$ cat src/include/logic_ops_pkg.sv
// package: operation codes, widths, reset values and timing of the logical datapath
// How it works
// - and a direct byte into the accumulator, two bytes, one cycle
// - and the pointer-addressed ram byte into the accumulator, one byte, one cycle
// - and the immediate byte into the accumulator, two bytes, one cycle
// - and the accumulator into a direct byte, written back, accumulator kept
// - and immediate into a direct byte, three bytes, two cycles
// - or a bank register into the accumulator, one byte, one cycle
// - or the pointer-addressed ram byte into the accumulator, one cycle
// - or the accumulator into a direct byte, written back there
// - or immediate into a direct byte, three bytes, two cycles
// - xor a bank register into the accumulator, one byte, one cycle
// - xor a direct byte into the accumulator, two bytes, one cycle
// - xor the pointer-addressed ram byte into the accumulator, one byte
// - xor the immediate byte into the accumulator, two bytes
// - clear the accumulator to zero in one cycle
// - invert every accumulator bit in one cycle
// - rotate accumulator left, bit 7 wraps to bit 0
// - rotate left through carry: bit 7 to carry, carry to bit 0
// - rotate accumulator right, bit 0 wraps to bit 7
// - rotate right through carry: bit 0 to carry, carry to bit 7
// - swap the accumulator nibbles in one cycle
// - copy a bank register into the accumulator in one cycle
package logic_ops_pkg;

  // ------------------------------------------------------------
  // widths and reset values
  // ------------------------------------------------------------
  localparam int DATA_W = 8;
  localparam logic [7:0] ACC_RESET = 8'h00;
  localparam logic CARRY_RESET = 1'b0;
  localparam logic [7:0] RESULT_RESET = 8'h00;

  // ------------------------------------------------------------
  // machine cycles and instruction lengths
  // ------------------------------------------------------------
  localparam logic [1:0] CYC_ONE = 2'h1;
  localparam logic [1:0] CYC_TWO = 2'h2;
  localparam logic [1:0] LEN_ONE = 2'h1;
  localparam logic [1:0] LEN_TWO = 2'h2;
  localparam logic [1:0] LEN_THREE = 2'h3;

  // ------------------------------------------------------------
  // operand sources and operation kinds
  // ------------------------------------------------------------
  typedef enum logic [1:0] {
    SRC_BANK = 2'h0,
    SRC_DIRECT = 2'h1,
    SRC_INDIRECT = 2'h2,
    SRC_IMMEDIATE = 2'h3
  } src_t;

  typedef enum logic [3:0] {
    OP_AND = 4'h0,
    OP_OR = 4'h1,
    OP_XOR = 4'h2,
    OP_CLEAR = 4'h3,
    OP_COMPL = 4'h4,
    OP_ROT_L = 4'h5,
    OP_ROT_LC = 4'h6,
    OP_ROT_R = 4'h7,
    OP_ROT_RC = 4'h8,
    OP_SWAP = 4'h9,
    OP_MOVE = 4'hA
  } op_t;

  // request from the fetch/decode sequencer
  typedef struct packed {
    op_t op;
    src_t src;
    logic to_direct;
    logic [7:0] operand;
    logic [7:0] immediate;
  } logic_req_t;

  // write-back of a direct byte
  typedef struct packed {
    logic valid;
    logic [7:0] data;
  } direct_wr_t;

  typedef enum logic [1:0] {
    ST_IDLE = 2'b01,
    ST_SECOND = 2'b10
  } seq_state_t;

endpackage : logic_ops_pkg

$ cat src/core/logic_unit.sv
// combinational byte unit for the logical and rotate operations
`timescale 1ns/1ps
`default_nettype none
module logic_unit (
  input wire logic_ops_pkg::op_t op,
  input wire logic [7:0] acc,
  input wire logic carry,
  input wire logic [7:0] a_in,
  input wire logic [7:0] b_in,
  output logic [7:0] result,
  output logic carry_out
);
  import logic_ops_pkg::*;

  always_comb begin
    result = a_in;
    carry_out = carry;
    case (op)
      OP_AND: result = a_in & b_in;
      OP_OR: result = a_in | b_in;
      OP_XOR: result = a_in ^ b_in;
      OP_CLEAR: result = 8'h00;
      OP_COMPL: result = ~acc;
      OP_ROT_L: result = {acc[6:0], acc[7]};
      OP_ROT_LC: begin
        result = {acc[6:0], carry};
        carry_out = acc[7];
      end
      OP_ROT_R: result = {acc[0], acc[7:1]};
      OP_ROT_RC: begin
        result = {carry, acc[7:1]};
        carry_out = acc[0];
      end
      OP_SWAP: result = {acc[3:0], acc[7:4]};
      OP_MOVE: result = b_in;
      default: result = a_in;
    endcase
  end

endmodule : logic_unit
`default_nettype wire

$ cat src/core/accumulator_logic_ops.sv
// accumulator-centred logical datapath with direct-byte write-back
`timescale 1ns/1ps
`default_nettype none
module accumulator_logic_ops (
  input wire logic clock,
  input wire logic rst_b,
  input wire logic req_valid,
  input wire logic_ops_pkg::logic_req_t req,
  output logic req_ready,
  output logic done,
  output logic [7:0] acc,
  output logic carry,
  output logic parity,
  output logic_ops_pkg::direct_wr_t direct_wr,
  output logic [1:0] instr_len
);
  import logic_ops_pkg::*;

  // ------------------------------------------------------------
  // state
  // ------------------------------------------------------------
  seq_state_t state_reg, state_next;
  logic [7:0] acc_reg, acc_next;
  logic carry_reg, carry_next;
  logic done_reg, done_next;
  direct_wr_t wr_reg, wr_next;
  logic [1:0] len_reg, len_next;
  logic [7:0] hold_a_reg, hold_a_next;
  logic [7:0] hold_b_reg, hold_b_next;
  op_t hold_op_reg, hold_op_next;

  logic [7:0] unit_a, unit_b, unit_res;
  logic unit_carry;
  op_t unit_op;
  logic accept;
  logic two_cycle;

  assign req_ready = (state_reg == ST_IDLE);
  assign accept = req_valid && req_ready;
  // immediate into a direct byte needs a second machine cycle
  assign two_cycle = req.to_direct && (req.src == SRC_IMMEDIATE);

  // ------------------------------------------------------------
  // operand steering
  // ------------------------------------------------------------
  always_comb begin
    unit_op = req.op;
    unit_a = acc_reg;
    unit_b = (req.src == SRC_IMMEDIATE) ? req.immediate : req.operand;
    if (state_reg == ST_SECOND) begin
      unit_op = hold_op_reg;
      unit_a = hold_a_reg;
      unit_b = hold_b_reg;
    end else if (req.to_direct) begin
      // direct target: direct byte is one side, acc or immediate the other
      unit_a = req.operand;
      unit_b = (req.src == SRC_IMMEDIATE) ? req.immediate : acc_reg;
    end
  end

  logic_unit u_unit (
    .op(unit_op),
    .acc(acc_reg),
    .carry(carry_reg),
    .a_in(unit_a),
    .b_in(unit_b),
    .result(unit_res),
    .carry_out(unit_carry)
  );

  // ------------------------------------------------------------
  // sequencing and result registers
  // ------------------------------------------------------------
  always_comb begin
    state_next = state_reg;
    acc_next = acc_reg;
    carry_next = carry_reg;
    done_next = 1'b0;
    wr_next = '{valid: 1'b0, data: wr_reg.data};
    len_next = len_reg;
    hold_a_next = hold_a_reg;
    hold_b_next = hold_b_reg;
    hold_op_next = hold_op_reg;
    case (state_reg)
      ST_IDLE: begin
        if (accept) begin
          if (two_cycle) begin
            // operands held; write-back lands on the second cycle
            hold_a_next = req.operand;
            hold_b_next = req.immediate;
            hold_op_next = req.op;
            len_next = LEN_THREE;
            state_next = ST_SECOND;
          end else if (req.to_direct) begin
            wr_next = '{valid: 1'b1, data: unit_res};
            len_next = LEN_TWO;
            done_next = 1'b1;
          end else begin
            acc_next = unit_res;
            carry_next = unit_carry;
            done_next = 1'b1;
            case (req.src)
              SRC_DIRECT: len_next = LEN_TWO;
              SRC_IMMEDIATE: len_next = LEN_TWO;
              default: len_next = LEN_ONE;
            endcase
            if (req.op inside {OP_CLEAR, OP_COMPL, OP_ROT_L, OP_ROT_LC,
                               OP_ROT_R, OP_ROT_RC, OP_SWAP, OP_MOVE}) begin
              len_next = LEN_ONE;
            end
          end
        end
      end
      ST_SECOND: begin
        wr_next = '{valid: 1'b1, data: unit_res};
        done_next = 1'b1;
        state_next = ST_IDLE;
      end
      default: state_next = ST_IDLE;
    endcase
  end

  always_ff @(posedge clock) begin
    if (!rst_b) begin
      state_reg <= ST_IDLE;
      acc_reg <= ACC_RESET;
      carry_reg <= CARRY_RESET;
      done_reg <= 1'b0;
      wr_reg <= '{valid: 1'b0, data: RESULT_RESET};
      len_reg <= LEN_ONE;
      hold_a_reg <= RESULT_RESET;
      hold_b_reg <= RESULT_RESET;
      hold_op_reg <= OP_AND;
    end else begin
      state_reg <= state_next;
      acc_reg <= acc_next;
      carry_reg <= carry_next;
      done_reg <= done_next;
      wr_reg <= wr_next;
      len_reg <= len_next;
      hold_a_reg <= hold_a_next;
      hold_b_reg <= hold_b_next;
      hold_op_reg <= hold_op_next;
    end
  end

  assign acc = acc_reg;
  assign carry = carry_reg;
  // parity is derived, so it cannot lag the accumulator
  assign parity = ^acc_reg;
  assign done = done_reg;
  assign direct_wr = wr_reg;
  assign instr_len = len_reg;

  // ------------------------------------------------------------
  // checks
  // ------------------------------------------------------------
  property p_and_acc;
    @(posedge clock) disable iff (!rst_b)
    accept && req.op == OP_AND && !req.to_direct && req.src == SRC_DIRECT
      |=> acc == ($past(acc) & $past(req.operand)) && done;
  endproperty
  a_and_acc: assert property (p_and_acc) else $error("and direct wrong");

  property p_and_imm;
    @(posedge clock) disable iff (!rst_b)
    accept && req.op == OP_AND && !req.to_direct && req.src == SRC_IMMEDIATE
      |=> acc == ($past(acc) & $past(req.immediate)) && instr_len == 2'h2;
  endproperty
  a_and_imm: assert property (p_and_imm) else $error("and immediate wrong");

  property p_direct_keep_acc;
    @(posedge clock) disable iff (!rst_b)
    accept && req.to_direct && req.src != SRC_IMMEDIATE
      |=> direct_wr.valid && $stable(acc);
  endproperty
  a_direct_keep_acc: assert property (p_direct_keep_acc) else $error("direct wb wrong");

  property p_two_cycle;
    @(posedge clock) disable iff (!rst_b)
    accept && two_cycle |=> !done ##1 done && direct_wr.valid && instr_len == 2'h3;
  endproperty
  a_two_cycle: assert property (p_two_cycle) else $error("two cycle timing wrong");

  property p_clear;
    @(posedge clock) disable iff (!rst_b)
    accept && req.op == OP_CLEAR && !req.to_direct |=> acc == 8'h00 && !parity;
  endproperty
  a_clear: assert property (p_clear) else $error("clear wrong");

  property p_rlc;
    @(posedge clock) disable iff (!rst_b)
    accept && req.op == OP_ROT_LC && !req.to_direct
      |=> carry == $past(acc[7]) && acc[0] == $past(carry);
  endproperty
  a_rlc: assert property (p_rlc) else $error("rotate left carry wrong");

  property p_rrc;
    @(posedge clock) disable iff (!rst_b)
    accept && req.op == OP_ROT_RC && !req.to_direct
      |=> carry == $past(acc[0]) && acc[7] == $past(carry);
  endproperty
  a_rrc: assert property (p_rrc) else $error("rotate right carry wrong");

  property p_swap;
    @(posedge clock) disable iff (!rst_b)
    accept && req.op == OP_SWAP && !req.to_direct
      |=> acc == {$past(acc[3:0]), $past(acc[7:4])};
  endproperty
  a_swap: assert property (p_swap) else $error("swap wrong");

  property p_carry_kept;
    @(posedge clock) disable iff (!rst_b)
    !(accept && req.op inside {OP_ROT_LC, OP_ROT_RC} && !req.to_direct) |=> $stable(carry);
  endproperty
  a_carry_kept: assert property (p_carry_kept) else $error("carry changed");

  property p_and_ind;
    @(posedge clock) disable iff (!rst_b)
    accept && req.op == OP_AND && !req.to_direct && req.src == SRC_INDIRECT
      |=> acc == ($past(acc) & $past(req.operand)) && instr_len == 2'h1;
  endproperty
  a_and_ind: assert property (p_and_ind) else $error("and indirect wrong");

  property p_and_wb;
    @(posedge clock) disable iff (!rst_b)
    accept && req.op == OP_AND && req.to_direct && req.src != SRC_IMMEDIATE
      |=> direct_wr.data == ($past(req.operand) & $past(acc)) && instr_len == 2'h2;
  endproperty
  a_and_wb: assert property (p_and_wb) else $error("and write-back wrong");

  property p_and_imm_wb;
    @(posedge clock) disable iff (!rst_b)
    accept && two_cycle && req.op == OP_AND
      |-> ##2 direct_wr.data == ($past(req.operand, 2) & $past(req.immediate, 2));
  endproperty
  a_and_imm_wb: assert property (p_and_imm_wb) else $error("and immediate wb wrong");

  property p_or_bank;
    @(posedge clock) disable iff (!rst_b)
    accept && req.op == OP_OR && !req.to_direct && req.src == SRC_BANK
      |=> acc == ($past(acc) | $past(req.operand)) && instr_len == 2'h1;
  endproperty
  a_or_bank: assert property (p_or_bank) else $error("or register wrong");

  property p_or_ind;
    @(posedge clock) disable iff (!rst_b)
    accept && req.op == OP_OR && !req.to_direct && req.src == SRC_INDIRECT
      |=> acc == ($past(acc) | $past(req.operand)) && done;
  endproperty
  a_or_ind: assert property (p_or_ind) else $error("or indirect wrong");

  property p_or_wb;
    @(posedge clock) disable iff (!rst_b)
    accept && req.op == OP_OR && req.to_direct && req.src != SRC_IMMEDIATE
      |=> direct_wr.data == ($past(req.operand) | $past(acc)) && instr_len == 2'h2;
  endproperty
  a_or_wb: assert property (p_or_wb) else $error("or write-back wrong");

  property p_or_imm_wb;
    @(posedge clock) disable iff (!rst_b)
    accept && two_cycle && req.op == OP_OR
      |-> ##2 direct_wr.data == ($past(req.operand, 2) | $past(req.immediate, 2));
  endproperty
  a_or_imm_wb: assert property (p_or_imm_wb) else $error("or immediate wb wrong");

  property p_xor_bank;
    @(posedge clock) disable iff (!rst_b)
    accept && req.op == OP_XOR && !req.to_direct && req.src == SRC_BANK
      |=> acc == ($past(acc) ^ $past(req.operand)) && instr_len == 2'h1;
  endproperty
  a_xor_bank: assert property (p_xor_bank) else $error("xor register wrong");

  property p_xor_dir;
    @(posedge clock) disable iff (!rst_b)
    accept && req.op == OP_XOR && !req.to_direct && req.src == SRC_DIRECT
      |=> acc == ($past(acc) ^ $past(req.operand)) && instr_len == 2'h2;
  endproperty
  a_xor_dir: assert property (p_xor_dir) else $error("xor direct wrong");

  property p_xor_ind;
    @(posedge clock) disable iff (!rst_b)
    accept && req.op == OP_XOR && !req.to_direct && req.src == SRC_INDIRECT
      |=> acc == ($past(acc) ^ $past(req.operand)) && instr_len == 2'h1;
  endproperty
  a_xor_ind: assert property (p_xor_ind) else $error("xor indirect wrong");

  property p_xor_imm;
    @(posedge clock) disable iff (!rst_b)
    accept && req.op == OP_XOR && !req.to_direct && req.src == SRC_IMMEDIATE
      |=> acc == ($past(acc) ^ $past(req.immediate)) && instr_len == 2'h2;
  endproperty
  a_xor_imm: assert property (p_xor_imm) else $error("xor immediate wrong");

  property p_compl;
    @(posedge clock) disable iff (!rst_b)
    accept && req.op == OP_COMPL && !req.to_direct
      |=> acc == ~$past(acc) && instr_len == 2'h1;
  endproperty
  a_compl: assert property (p_compl) else $error("complement wrong");

  property p_rot_l;
    @(posedge clock) disable iff (!rst_b)
    accept && req.op == OP_ROT_L && !req.to_direct
      |=> acc == {$past(acc[6:0]), $past(acc[7])};
  endproperty
  a_rot_l: assert property (p_rot_l) else $error("rotate left wrong");

  property p_rot_r;
    @(posedge clock) disable iff (!rst_b)
    accept && req.op == OP_ROT_R && !req.to_direct
      |=> acc == {$past(acc[0]), $past(acc[7:1])};
  endproperty
  a_rot_r: assert property (p_rot_r) else $error("rotate right wrong");

  property p_move;
    @(posedge clock) disable iff (!rst_b)
    accept && req.op == OP_MOVE && !req.to_direct
      |=> acc == $past(req.operand) && instr_len == 2'h1;
  endproperty
  a_move: assert property (p_move) else $error("register move wrong");

endmodule : accumulator_logic_ops
`default_nettype wire

$ cat config.mk
export PLATFORM = sky130hd
export DESIGN_NAME = accumulator_logic_ops
export DESIGN_NICKNAME = d
export VERILOG_FILES = /design/src/include/logic_ops_pkg.sv /design/src/core/logic_unit.sv /design/src/core/accumulator_logic_ops.sv
export SDC_FILE = /design/constraint.sdc
export NUM_CORES = 1
export LEC_CHECK = 0
export BUFFER_PORTS_ARGS = -buffer_cell sky130_fd_sc_hd__buf_2
export CAP_MARGIN = 10
export CORE_MARGIN = 4
export CORE_UTILIZATION = 25
export CTS_CLUSTER_SIZE = 8
export DETAILED_ROUTE_END_ITERATION = 7
export GPL_ROUTABILITY_DRIVEN = 1
export PLACE_DENSITY_LB_ADDON = 0.25
export SETUP_SLACK_MARGIN = 0.15
export SYNTH_ARGS = -nofsm -noshare
export SYNTH_HDL_FRONTEND = slang
export SYNTH_SLANG_ARGS = --single-unit
$ cat constraint.sdc
create_clock -name clock -period 3.32 [get_ports clock]
set_input_delay 0.498 -clock clock [delete_from_list [all_inputs] [get_ports clock]]
set_output_delay 0.498 -clock clock [all_outputs]
set_load 0.05 [all_outputs]
==> flow_summary_export.csv, run 1 <==
group,metric,value,unit
run_status,outcome,"completed",
synthesis,ys_async_sr_fraction,0,%
sta,clock.fmax,363,MHz
critical_path,cp.arrival,3.00,ns
routing,first_iter_violations,163,
sta,worst_pin_slew,0.942,ns
synthesis,ys_top_cells_by_area,"dfxtp_1, nand2_1, a21oi_1, ha_1, mux2i_1",
synthesis,synth_area,0.00344,sq mm
synthesis,synth_edf_count,0,
synthesis,postSynthCellCount,428,
synthesis,ys_seq_area_share,25.0,%
power,p_leak,1.62,nW
critical_path,cpMaxStageDelayCell,"o22ai_1",
synthesis,synth_top_cell_by_area,"dfxtp_1",
sta,tns,0,ns
critical_path,cpPeakStageDelay,0.51,ns
place,place_area,0.00383,sq mm
sta,finalCritPeriodShare,82.9,%
synthesis,synth.avg_cell_area,8.03,sq um
routing,vias,3292,
global_route,grt_pass1_wl,18700,microns
critical_path,worstPathRequired,3.57,ns
sta,skew,0.0105,ns
clock_network,post_cts_buffers,0,
routing,postRouteAntennaNets,0,
routing,firstDrtPassIters,5,
place,dp_hpwl,8990,microns
clock_network,h-tree-depth,2,
clock_network,cts_tree,"built",
die,dieWidth,125,microns
clock_network,cts_buffers,5,
final_layout,utilization,29.9,%
sta,setup_viol,0,
sta,hold_viol_final,0,
flow_run,maxCapViolations,0,
place,port-buffer-count,48,
die,die_y,125,microns
sta,rsz0062_at_grt,"no",
die,ios,49,
clock_network,hold_buffers,0,
global_route,grt_usage,15.0,%
synthesis,synth_common_cells,"nand2_1, a21oi_1, dfxtp_1",
critical_path,crit_chain,"inv_1 -> ha_2 -> buf_12 -> mux2i_2 -> buf_4 -> nand2_1 -> o22ai_1 -> a221oi_2 -> a32oi_1 -> a22o_1",
synthesis,yosysTopAreaCellShare,25.0,%
die,core-area,0.0133,sq mm
clock_network,cts_sinks,43,
die,initial_core_util,25.8,%
clock_network,cts_resized,0,
critical_path,cp-end-kind,"flip-flop",
routing,routedWlPerCell,18.4,microns
final_layout,drive_gt1_share,21.4,%
routing,drt-total-wl,11800,microns
global_route,grt_pass1_vias,3308,
final_layout,fin_nets,511,
sta,final.min_clock_period,2.75,ns
critical_path,critPathBufInv,3,
routing,route.detailed.drc,0,
place,gp_congestion,0.901,
critical_path,path_class,"flip-flop to flip-flop",
die,num_rows,42,
global_route,grt_antenna_before_repair,0,
routing,viasPerCell,5.12,
die,die_area,0.0157,sq mm
power,power.density,379,mW/mm^2
min_path,worstHoldPathType,"primary input to flip-flop",
critical_path,reg2reg_slack,0.57,ns
clock_network,clk_path_buf_depth,2,
global_route,gr-total-overflow,0,
power,ir_drop,0.238,mV
final_layout,instances_no_fill,643,
final_layout,diodes,0,
synthesis,ys_ff_latch,43,
sta,slew_headroom,37.1,%
critical_path,cp_top_family,"compound AO/OA/AOI/OAI gates",
clock_network,cts.clk_slew.worst_paths,0.07,ns
clock_network,clk_latency,0.30,ns
final_layout,finalInstanceArea,0.00399,sq mm
synthesis,synthMostInstantiatedCell,"nand2_1",
critical_path,start_kind,"flip-flop",
clock_network,cts_root_buf,"clkbuf_16",
place,dp_cells,635,
critical_path,crit_fanout,29,
sta,finalMaxSlewViolations,0,
synthesis,yosys_warnings,0,
final_layout,syn2layout_area_growth,15.9,%
synthesis,synth_fp_nets,473,
synthesis,synth_cell_types,65,
global_route,grt_max_degree,30,
synthesis,ys.flop_type,"dfxtp_1",
power,power.total,1.51,mW
final_layout,largest_register_ffs,9,
[report_power, final]
part | internal (mW) | total [mW] | switching (mW)
Combinational | 0.144 | 0.425 | 0.281
Sequential | 0.535 | 0.554 | 0.0186
Clock | 0.301 | 0.530 | 0.229
[placed cells by master (no fill, tap or decap), drive strengths merged, types with 5 or more instances in the layout]
cell,count
a221oi,9
o21ai,15
mux2i,23
xnor2,8
o31ai,7
and2,5
ha,19
mux2,6
nand3,9
buf,64
inv,26
nand2,70
o21a,8
a211oi,7
nand4,5
nor2,21
dfxtp,43
o22ai,9
a32o,6
clkbuf,6
a21oi,50
[cells by family after synthesis]
group | synth area share [%]
AOI/OAI and AO/OA | 29.1
xor gates and xnor gates | 2.55
adders and majority gates | 6.91
buffers and inverters | 8.77
DFF | 25.0
muxes | 9.35
and+or+nand+nor | 18.3
[stage by stage]
| stage | worst slack, ns | hold slack, ns |
|---|---|---|
| 2_1_floorplan | 0.723 | 0.431 |
| 4_1_cts | 0.541 | 0.444 |
| 3_5_place_dp | 0.406 | 0.442 |
| 6_report | 0.568 | 0.446 |
| 3_3_place_gp | 0.392 | 0.439 |
| 5_1_grt | 0.299 | 0.458 |
[metal layers]
metal	up-vias	global-route usage, %	wire, microns
met2	80	24.4	5610
met5	-	0	0
met1	1590	20.4	5550
met4	0	4.34	150
li1	1610	-	-
met3	12	2.77	511
[worst register-to-register path, stage by stage (launching register included)]
cell	delay (ns)
dfxtp_1	0.32
inv_1	0.08
ha_2	0.36
buf_12	0.25
mux2i_2	0.23
buf_4	0.27
nand2_1	0.14
o22ai_1	0.51
a221oi_2	0.13
a32oi_1	0.26
a22o_1	0.15
[worst paths after layout]
path | from | cells after the start | endpoint
max | state_reg[0] | 10 | direct_wr[5]
min reg2reg | direct_wr[7] | 2 | direct_wr[7]
max reg2reg | state_reg[0] | 10 | direct_wr[5]
min | req[5] | 3 | hold_b_reg[5]
[cell type report]
| class | instances | area (sq um) |
|---|---|---|
| flip-flops and latches | 43 | 861 |
| clock inverters | 2 | 16.3 |
| clock buffers | 6 | 139 |
| fillers | 1487 | 9360 |
| well taps | 176 | 220 |
| multi-input cells | 326 | 2280 |
| repair buffers | 64 | 373 |
| inverters | 26 | 97.6 |
No activity file was read; power rests on OpenSTA's default activity.
==> run 2, diff against run 1 <==
Clock period 3.32 ns to 2.7 ns, I/O delays scaled along.
==> flow_summary_export.csv, run 2 (synthesis results as in run 1) <==
group,metric,value,unit
run_status,outcome,"completed",
global_route,grt_max_degree,25,
critical_path,worstPathRequired,2.92,ns
die,ios,49,
critical_path,timing.rr.start,"state_reg[0]",
final_layout,largest_register_ffs,9,
critical_path,crit_fanout,6,
flow_run,maxCapViolations,0,
clock_network,hold_buffers,0,
clock_network,cts_root_buf,"clkbuf_16",
sta,fin_hold_ws,0.374,ns
routing,postRouteAntennaNets,0,
global_route,grt_pass1_wl,18800,microns
clock_network,cts_tree,"built",
routing,viasPerCell,5.13,
final_layout,instances_no_fill,670,
routing,vias,3434,
final_layout,syn2layout_area_growth,26.2,%
global_route,grt_usage,15.1,%
final_layout,diodes,0,
place,gp_congestion,0.916,
die,core-area,0.0133,sq mm
final_layout,fillCellCount,1453,
min_path,hold-path-endpoint,"hold_b_reg[1]",
sta,finalCritPeriodShare,90.0,%
routing,firstDrtPassIters,5,
final_layout,seq_area,862,sq um
sta,setup_viol,0,
clock_network,clk_path_buf_depth,2,
sta,clock.fmax,411,MHz
critical_path,cp.arrival,2.65,ns
place,port-buffer-count,48,
die,num_rows,42,
place,dp_cells,654,
power,power.density,431,mW/mm^2
final_layout,final_cell_mix,"nand2_1, buf_2, a21oi_1",
min_path,hold_path.startpoint,"req[1]",
sta,hold_viol_final,0,
final_layout,fin_nets,538,
critical_path,reg2reg_slack,0.27,ns
clock_network,cts.clk_slew.worst_paths,0.07,ns
sta,finalMaxSlewViolations,0,
critical_path,start_kind,"flip-flop",
clock_network,h-tree-depth,2,
clock_network,cts_buffers,5,
clock_network,cts_sinks,43,
sta,slew_headroom,39.5,%
min_path,worstHoldPathType,"primary input to flip-flop",
critical_path,rr_worst_depth,11,
routing,route.detailed.drc,0,
final_layout,drive_gt1_share,27.5,%
place,dp_hpwl,9180,microns
routing,first_iter_violations,199,
min_path,whs_path_depth,3,
die,dieWidth,125,microns
die,initial_core_util,25.8,%
die,die_area,0.0157,sq mm
critical_path,cp-end-kind,"flip-flop",
clock_network,clk_latency,0.29,ns
final_layout,final_common_cell,"nand2_1",
critical_path,rr_endpoint,"acc[0]",
sta,rsz0062_at_grt,"no",
global_route,grt_pass1_vias,3415,
final_layout,multiInputGateArea,0.00241,sq mm
power,p_leak,1.78,nW
sta,worst_pin_slew,0.906,ns
global_route,gr-total-overflow,0,
sta,skew,0.00617,ns
routing,routedWlPerCell,17.9,microns
critical_path,path_class,"flip-flop to flip-flop",
die,die_y,125,microns
routing,drt-total-wl,12000,microns
power,ir_drop,0.208,mV
global_route,grt_antenna_before_repair,0,
sta,final.min_clock_period,2.43,ns
-- run 2: how the worst max path moves through the flow --
stage               cells after the start  slack (ns)      endpoint         start
global route                            9        0.16  direct_wr[6]  state_reg[1]
floorplan                               8        0.17  direct_wr[5]        acc[5]
CTS                                    12        0.17        acc[7]  state_reg[0]
global placement                       10       -0.03  direct_wr[4]       req[16]
finish                                 11        0.27        acc[0]  state_reg[0]
detailed placement                     10       -0.05  direct_wr[4]       req[16]
-- run 2: layer usage --
layer | vias up | share of wire (%) | GRT usage [%]
met1 | 1658 | 44 | 19.1
li1 | 1663 | - | -
met5 | - | 0 | 0
met3 | 14 | 4.5 | 2.22
met4 | 0 | 2.1 | 5.04
met2 | 99 | 50 | 26.2
-- run 2: power breakdown --
group,total (mW),switching (mW),internal [mW],leakage (nW)
Combinational,0.582,0.365,0.216,1.36
Clock,0.609,0.266,0.343,0.0679
Sequential,0.677,0.0187,0.659,0.349
Total,1.87,0.650,1.22,1.78
-- run 2: critical path, cell delays in order (launching register included) --
cell and delay, ns:
dfxtp_2 0.34, inv_2 0.06, ha_4 0.20, buf_6 0.15
nor4bb_4 0.34, a221oi_4 0.08, ha_1 0.30, o21ai_0 0.10
a211oi_2 0.34, a2111oi_4 0.07, a211o_1 0.28, a21oi_2 0.11
-- run 2: per-stage QoR --
step / area (sq um) / power [mW] / setup WS [ns] / setup TNS [ns] / util, %
final: 4340 / 1.87 / 0.269 / 0 / 32.5
after global routing: 4340 / 1.97 / 0.161 / 0 / 32.5
after CTS: 4130 / 1.86 / 0.166 / 0 / 30.9
after detailed placement: 3980 / 1.25 / -0.0534 / -0.0633 / 29.8
after global placement: 3980 / 1.24 / -0.0348 / -0.0361 / 29.8
after floorplan: 3440 / 1.06 / 0.173 / 0 / -
-- run 2: repair_timing --
action / 4_1_cts / 5_1_grt
buffers inserted: 0 / 7
endpoints found under the setup margin: 15 / 14
gates cloned: 0 / 1
resized for setup: 2 / 24
pin swaps: 0 / 9
-- run 2: cell type report --
cell class                 instances  share of cell area, %
clock buffer                       7                   3.06
clock inverter                     1                  0.115
inverter                          26                   2.25
multi-input combinational        326                   55.5
sequential                        43                   19.9
tap                              176                   5.08
timing repair buffer              91                   14.1
==> run 3, diff against run 2 <==
Settings changed: SYNTH_HIERARCHICAL set to 1.
==> flow_summary_export.csv, run 3 <==
group,metric,value,unit
die,die_y,127,microns
sta,setup_viol,0,
sta,hold_viol_final,0,
routing,route.detailed.drc,0,
global_route,grt_max_degree,51,
power,power.total,2.01,mW
synthesis,ys.flop_type,"dfxtp_1",
final_layout,syn2layout_area_growth,32.9,%
sta,slew_headroom,41.7,%
sta,skew,0.00711,ns
die,core-area,0.0139,sq mm
critical_path,cpPeakStageDelay,0.36,ns
final_layout,seq_area,862,sq um
synthesis,synth_edf_count,0,
die,num_rows,43,
routing,vias,3750,
power,power.density,424,mW/mm^2
final_layout,final_cell_mix,"nand2_1, buf_4, buf_2",
synthesis,yosys_warnings,6,
die,ios,49,
critical_path,crit_chain,"inv_2 -> ha_4 -> buf_4 -> mux2_4 -> buf_12 -> a221oi_4 -> a221oi_2 -> o32ai_1 -> nand2_1 -> nand4b_1 -> o21ai_1",
global_route,grt_pass1_vias,3556,
routing,viasPerCell,5.09,
place,port-buffer-count,48,
critical_path,critPathBufInv,3,
synthesis,synth_fp_nets,513,
clock_network,cts.clk_slew.worst_paths,0.07,ns
final_layout,drive_gt1_share,29.8,%
synthesis,ys_ff_latch,43,
run_status,outcome,"completed",
sta,worst_pin_slew,0.874,ns
critical_path,crit_fanout,13,
flow_run,maxCapViolations,0,
clock_network,cts_sinks,43,
critical_path,cp_top_family,"compound AO/OA/AOI/OAI gates",
clock_network,clk_latency,0.29,ns
power,ir_drop,0.280,mV
synthesis,synth_xor_xnor_area_share,1.72,%
global_route,grt_antenna_before_repair,0,
final_layout,final_common_cell,"nand2_1",
synthesis,synthAdderAreaFrac,6.32,%
synthesis,ys_async_sr_fraction,0,%
die,initial_core_util,25.6,%
final_layout,multiInputGateArea,0.00252,sq mm
routing,postRouteAntennaNets,0,
synthesis,synth_compound_area_share,26.1,%
sta,tns,0,ns
synthesis,ys_top_cells_by_area,"dfxtp_1, nand2_1, mux2i_1, ha_1, a21oi_1",
critical_path,cpMaxStageDelayCell,"mux2_4",
clock_network,hold_buffers,0,
clock_network,clk_path_buf_depth,2,
place,gp_congestion,0.892,
synthesis,postSynthCellCount,469,
sta,finalMaxSlewViolations,0,
die,die_area,0.0162,sq mm
synthesis,synth_top_family_by_area,"compound AO/OA/AOI/OAI gates",
clock_network,cts_tree,"built",
routing,first_iter_violations,276,
clock_network,h-tree-depth,2,
sta,fin_hold_ws,0.366,ns
synthesis,yosysTopAreaCellShare,24.2,%
critical_path,start_kind,"flip-flop",
global_route,gr-total-overflow,0,
place,dp_hpwl,8700,microns
critical_path,cp.arrival,2.65,ns
routing,firstDrtPassIters,8,
die,dieWidth,127,microns
synthesis,synth.avg_cell_area,7.60,sq um
synthesis,synth_common_cells,"nand2_1, dfxtp_1, a21oi_1",
critical_path,worstPathRequired,2.85,ns
synthesis,synth_top_cell_by_area,"dfxtp_1",
final_layout,diodes,0,
global_route,grt_usage,14.9,%
clock_network,cts_root_buf,"clkbuf_16",
synthesis,ys_seq_area_share,24.2,%
synthesis,synth_area,0.00356,sq mm
critical_path,path_class,"flip-flop to flip-flop",
synthesis,synthMuxAreaShare,10.7,%
synthesis,synth_cell_types,57,
synthesis,synthMostInstantiatedCell,"nand2_1",
sta,finalCritPeriodShare,92.5,%
clock_network,cts_buffers,5,
sta,clock.fmax,400,MHz
min_path,worstHoldPathType,"primary input to flip-flop",
sta,final.min_clock_period,2.50,ns
final_layout,fillCellCount,1491,
final_layout,utilization,34.0,%
global_route,grt_pass1_wl,19400,microns
routing,routedWlPerCell,17.5,microns
critical_path,cp-end-kind,"flip-flop",
final_layout,largest_register_ffs,9,
final_layout,fin_nets,600,
power,p_leak,1.97,nW
sta,rsz0062_at_grt,"no",
routing,drt-total-wl,12900,microns
synthesis,synthSimpleGateAreaFrac,21.6,%
==> run 3: path summary, 6_finish.rpt <==
path,startpoint,to,slack (ns),cells past startpoint
worst min-delay path,req[19],hold_op_reg[0],0.37,3
worst max-delay path,state_reg[0],direct_wr[3],0.20,11
worst max register to register,state_reg[0],direct_wr[3],0.20,11
worst min register to register,direct_wr[0],direct_wr[0],0.45,2
==> run 3: cell families (layout without fill, tap and decap cells) <==
family / after synthesis / count (layout)
xor gates and xnor gates: 7 / 7
muxes: 37 / 38
buffers and inverters: 60 / 147
DFF: 43 / 43
AOI/OAI and AO/OA: 142 / 142
adders and majority gates: 18 / 18
and+or+nand+nor: 162 / 162
==> run 3: layer usage <==
layer	wire length, microns	up-vias	track usage [%]
met4	179	0	2.97
met1	5960	1809	19.9
li1	-	1825	-
met5	0	-	0
met2	6250	103	25.4
met3	493	13	2.30
==> run 3: worst register-to-register path: cells and delay by family (launching register included) <==
| family | cells | cell delay (ns) |
|---|---|---|
| buffers and inverters | 3 | 0.37 |
| and+or+nand+nor | 2 | 0.35 |
| adders and majority gates | 1 | 0.18 |
| AOI/OAI and AO/OA | 4 | 0.76 |
| muxes | 1 | 0.36 |
| DFF | 1 | 0.35 |
==> run 3: metrics by stage <==
stage | std cells | setup WS (ns) | instance area [sq um]
floorplan | 469 | 0.160 | 3560
global placement | 706 | -0.0699 | 4200
detailed placement | 706 | -0.109 | 4200
CTS | 714 | 0.166 | 4380
global route | 737 | 0.124 | 4730
finish | 737 | 0.203 | 4730
==> run 3: layout make-up <==
| type | instances | area share (%) |
|---|---|---|
| Multi-Input combinational cell | 367 | 53.3 |
| Clock buffer | 6 | 2.93 |
| Sequential cell | 43 | 18.2 |
| Clock inverter | 2 | 0.344 |
| Tap cell | 180 | 4.76 |
| Inverter | 21 | 1.67 |
| Timing Repair Buffer | 118 | 18.7 |
==> run 3: report_power, final <==
part	internal, mW	switching, mW	total, mW	leakage (nW)
registers	0.660	0.0172	0.677	0.349
logic	0.268	0.413	0.681	1.55
clock network	0.371	0.281	0.651	0.0731
total	1.30	0.711	2.01	1.97
==> run 3: repair_timing <==
item	4_1_cts	5_1_grt
buffers inserted	0	19
pin swaps	0	10
endpoints found under the setup margin	16	14
cloned	0	4
resized for setup	7	47
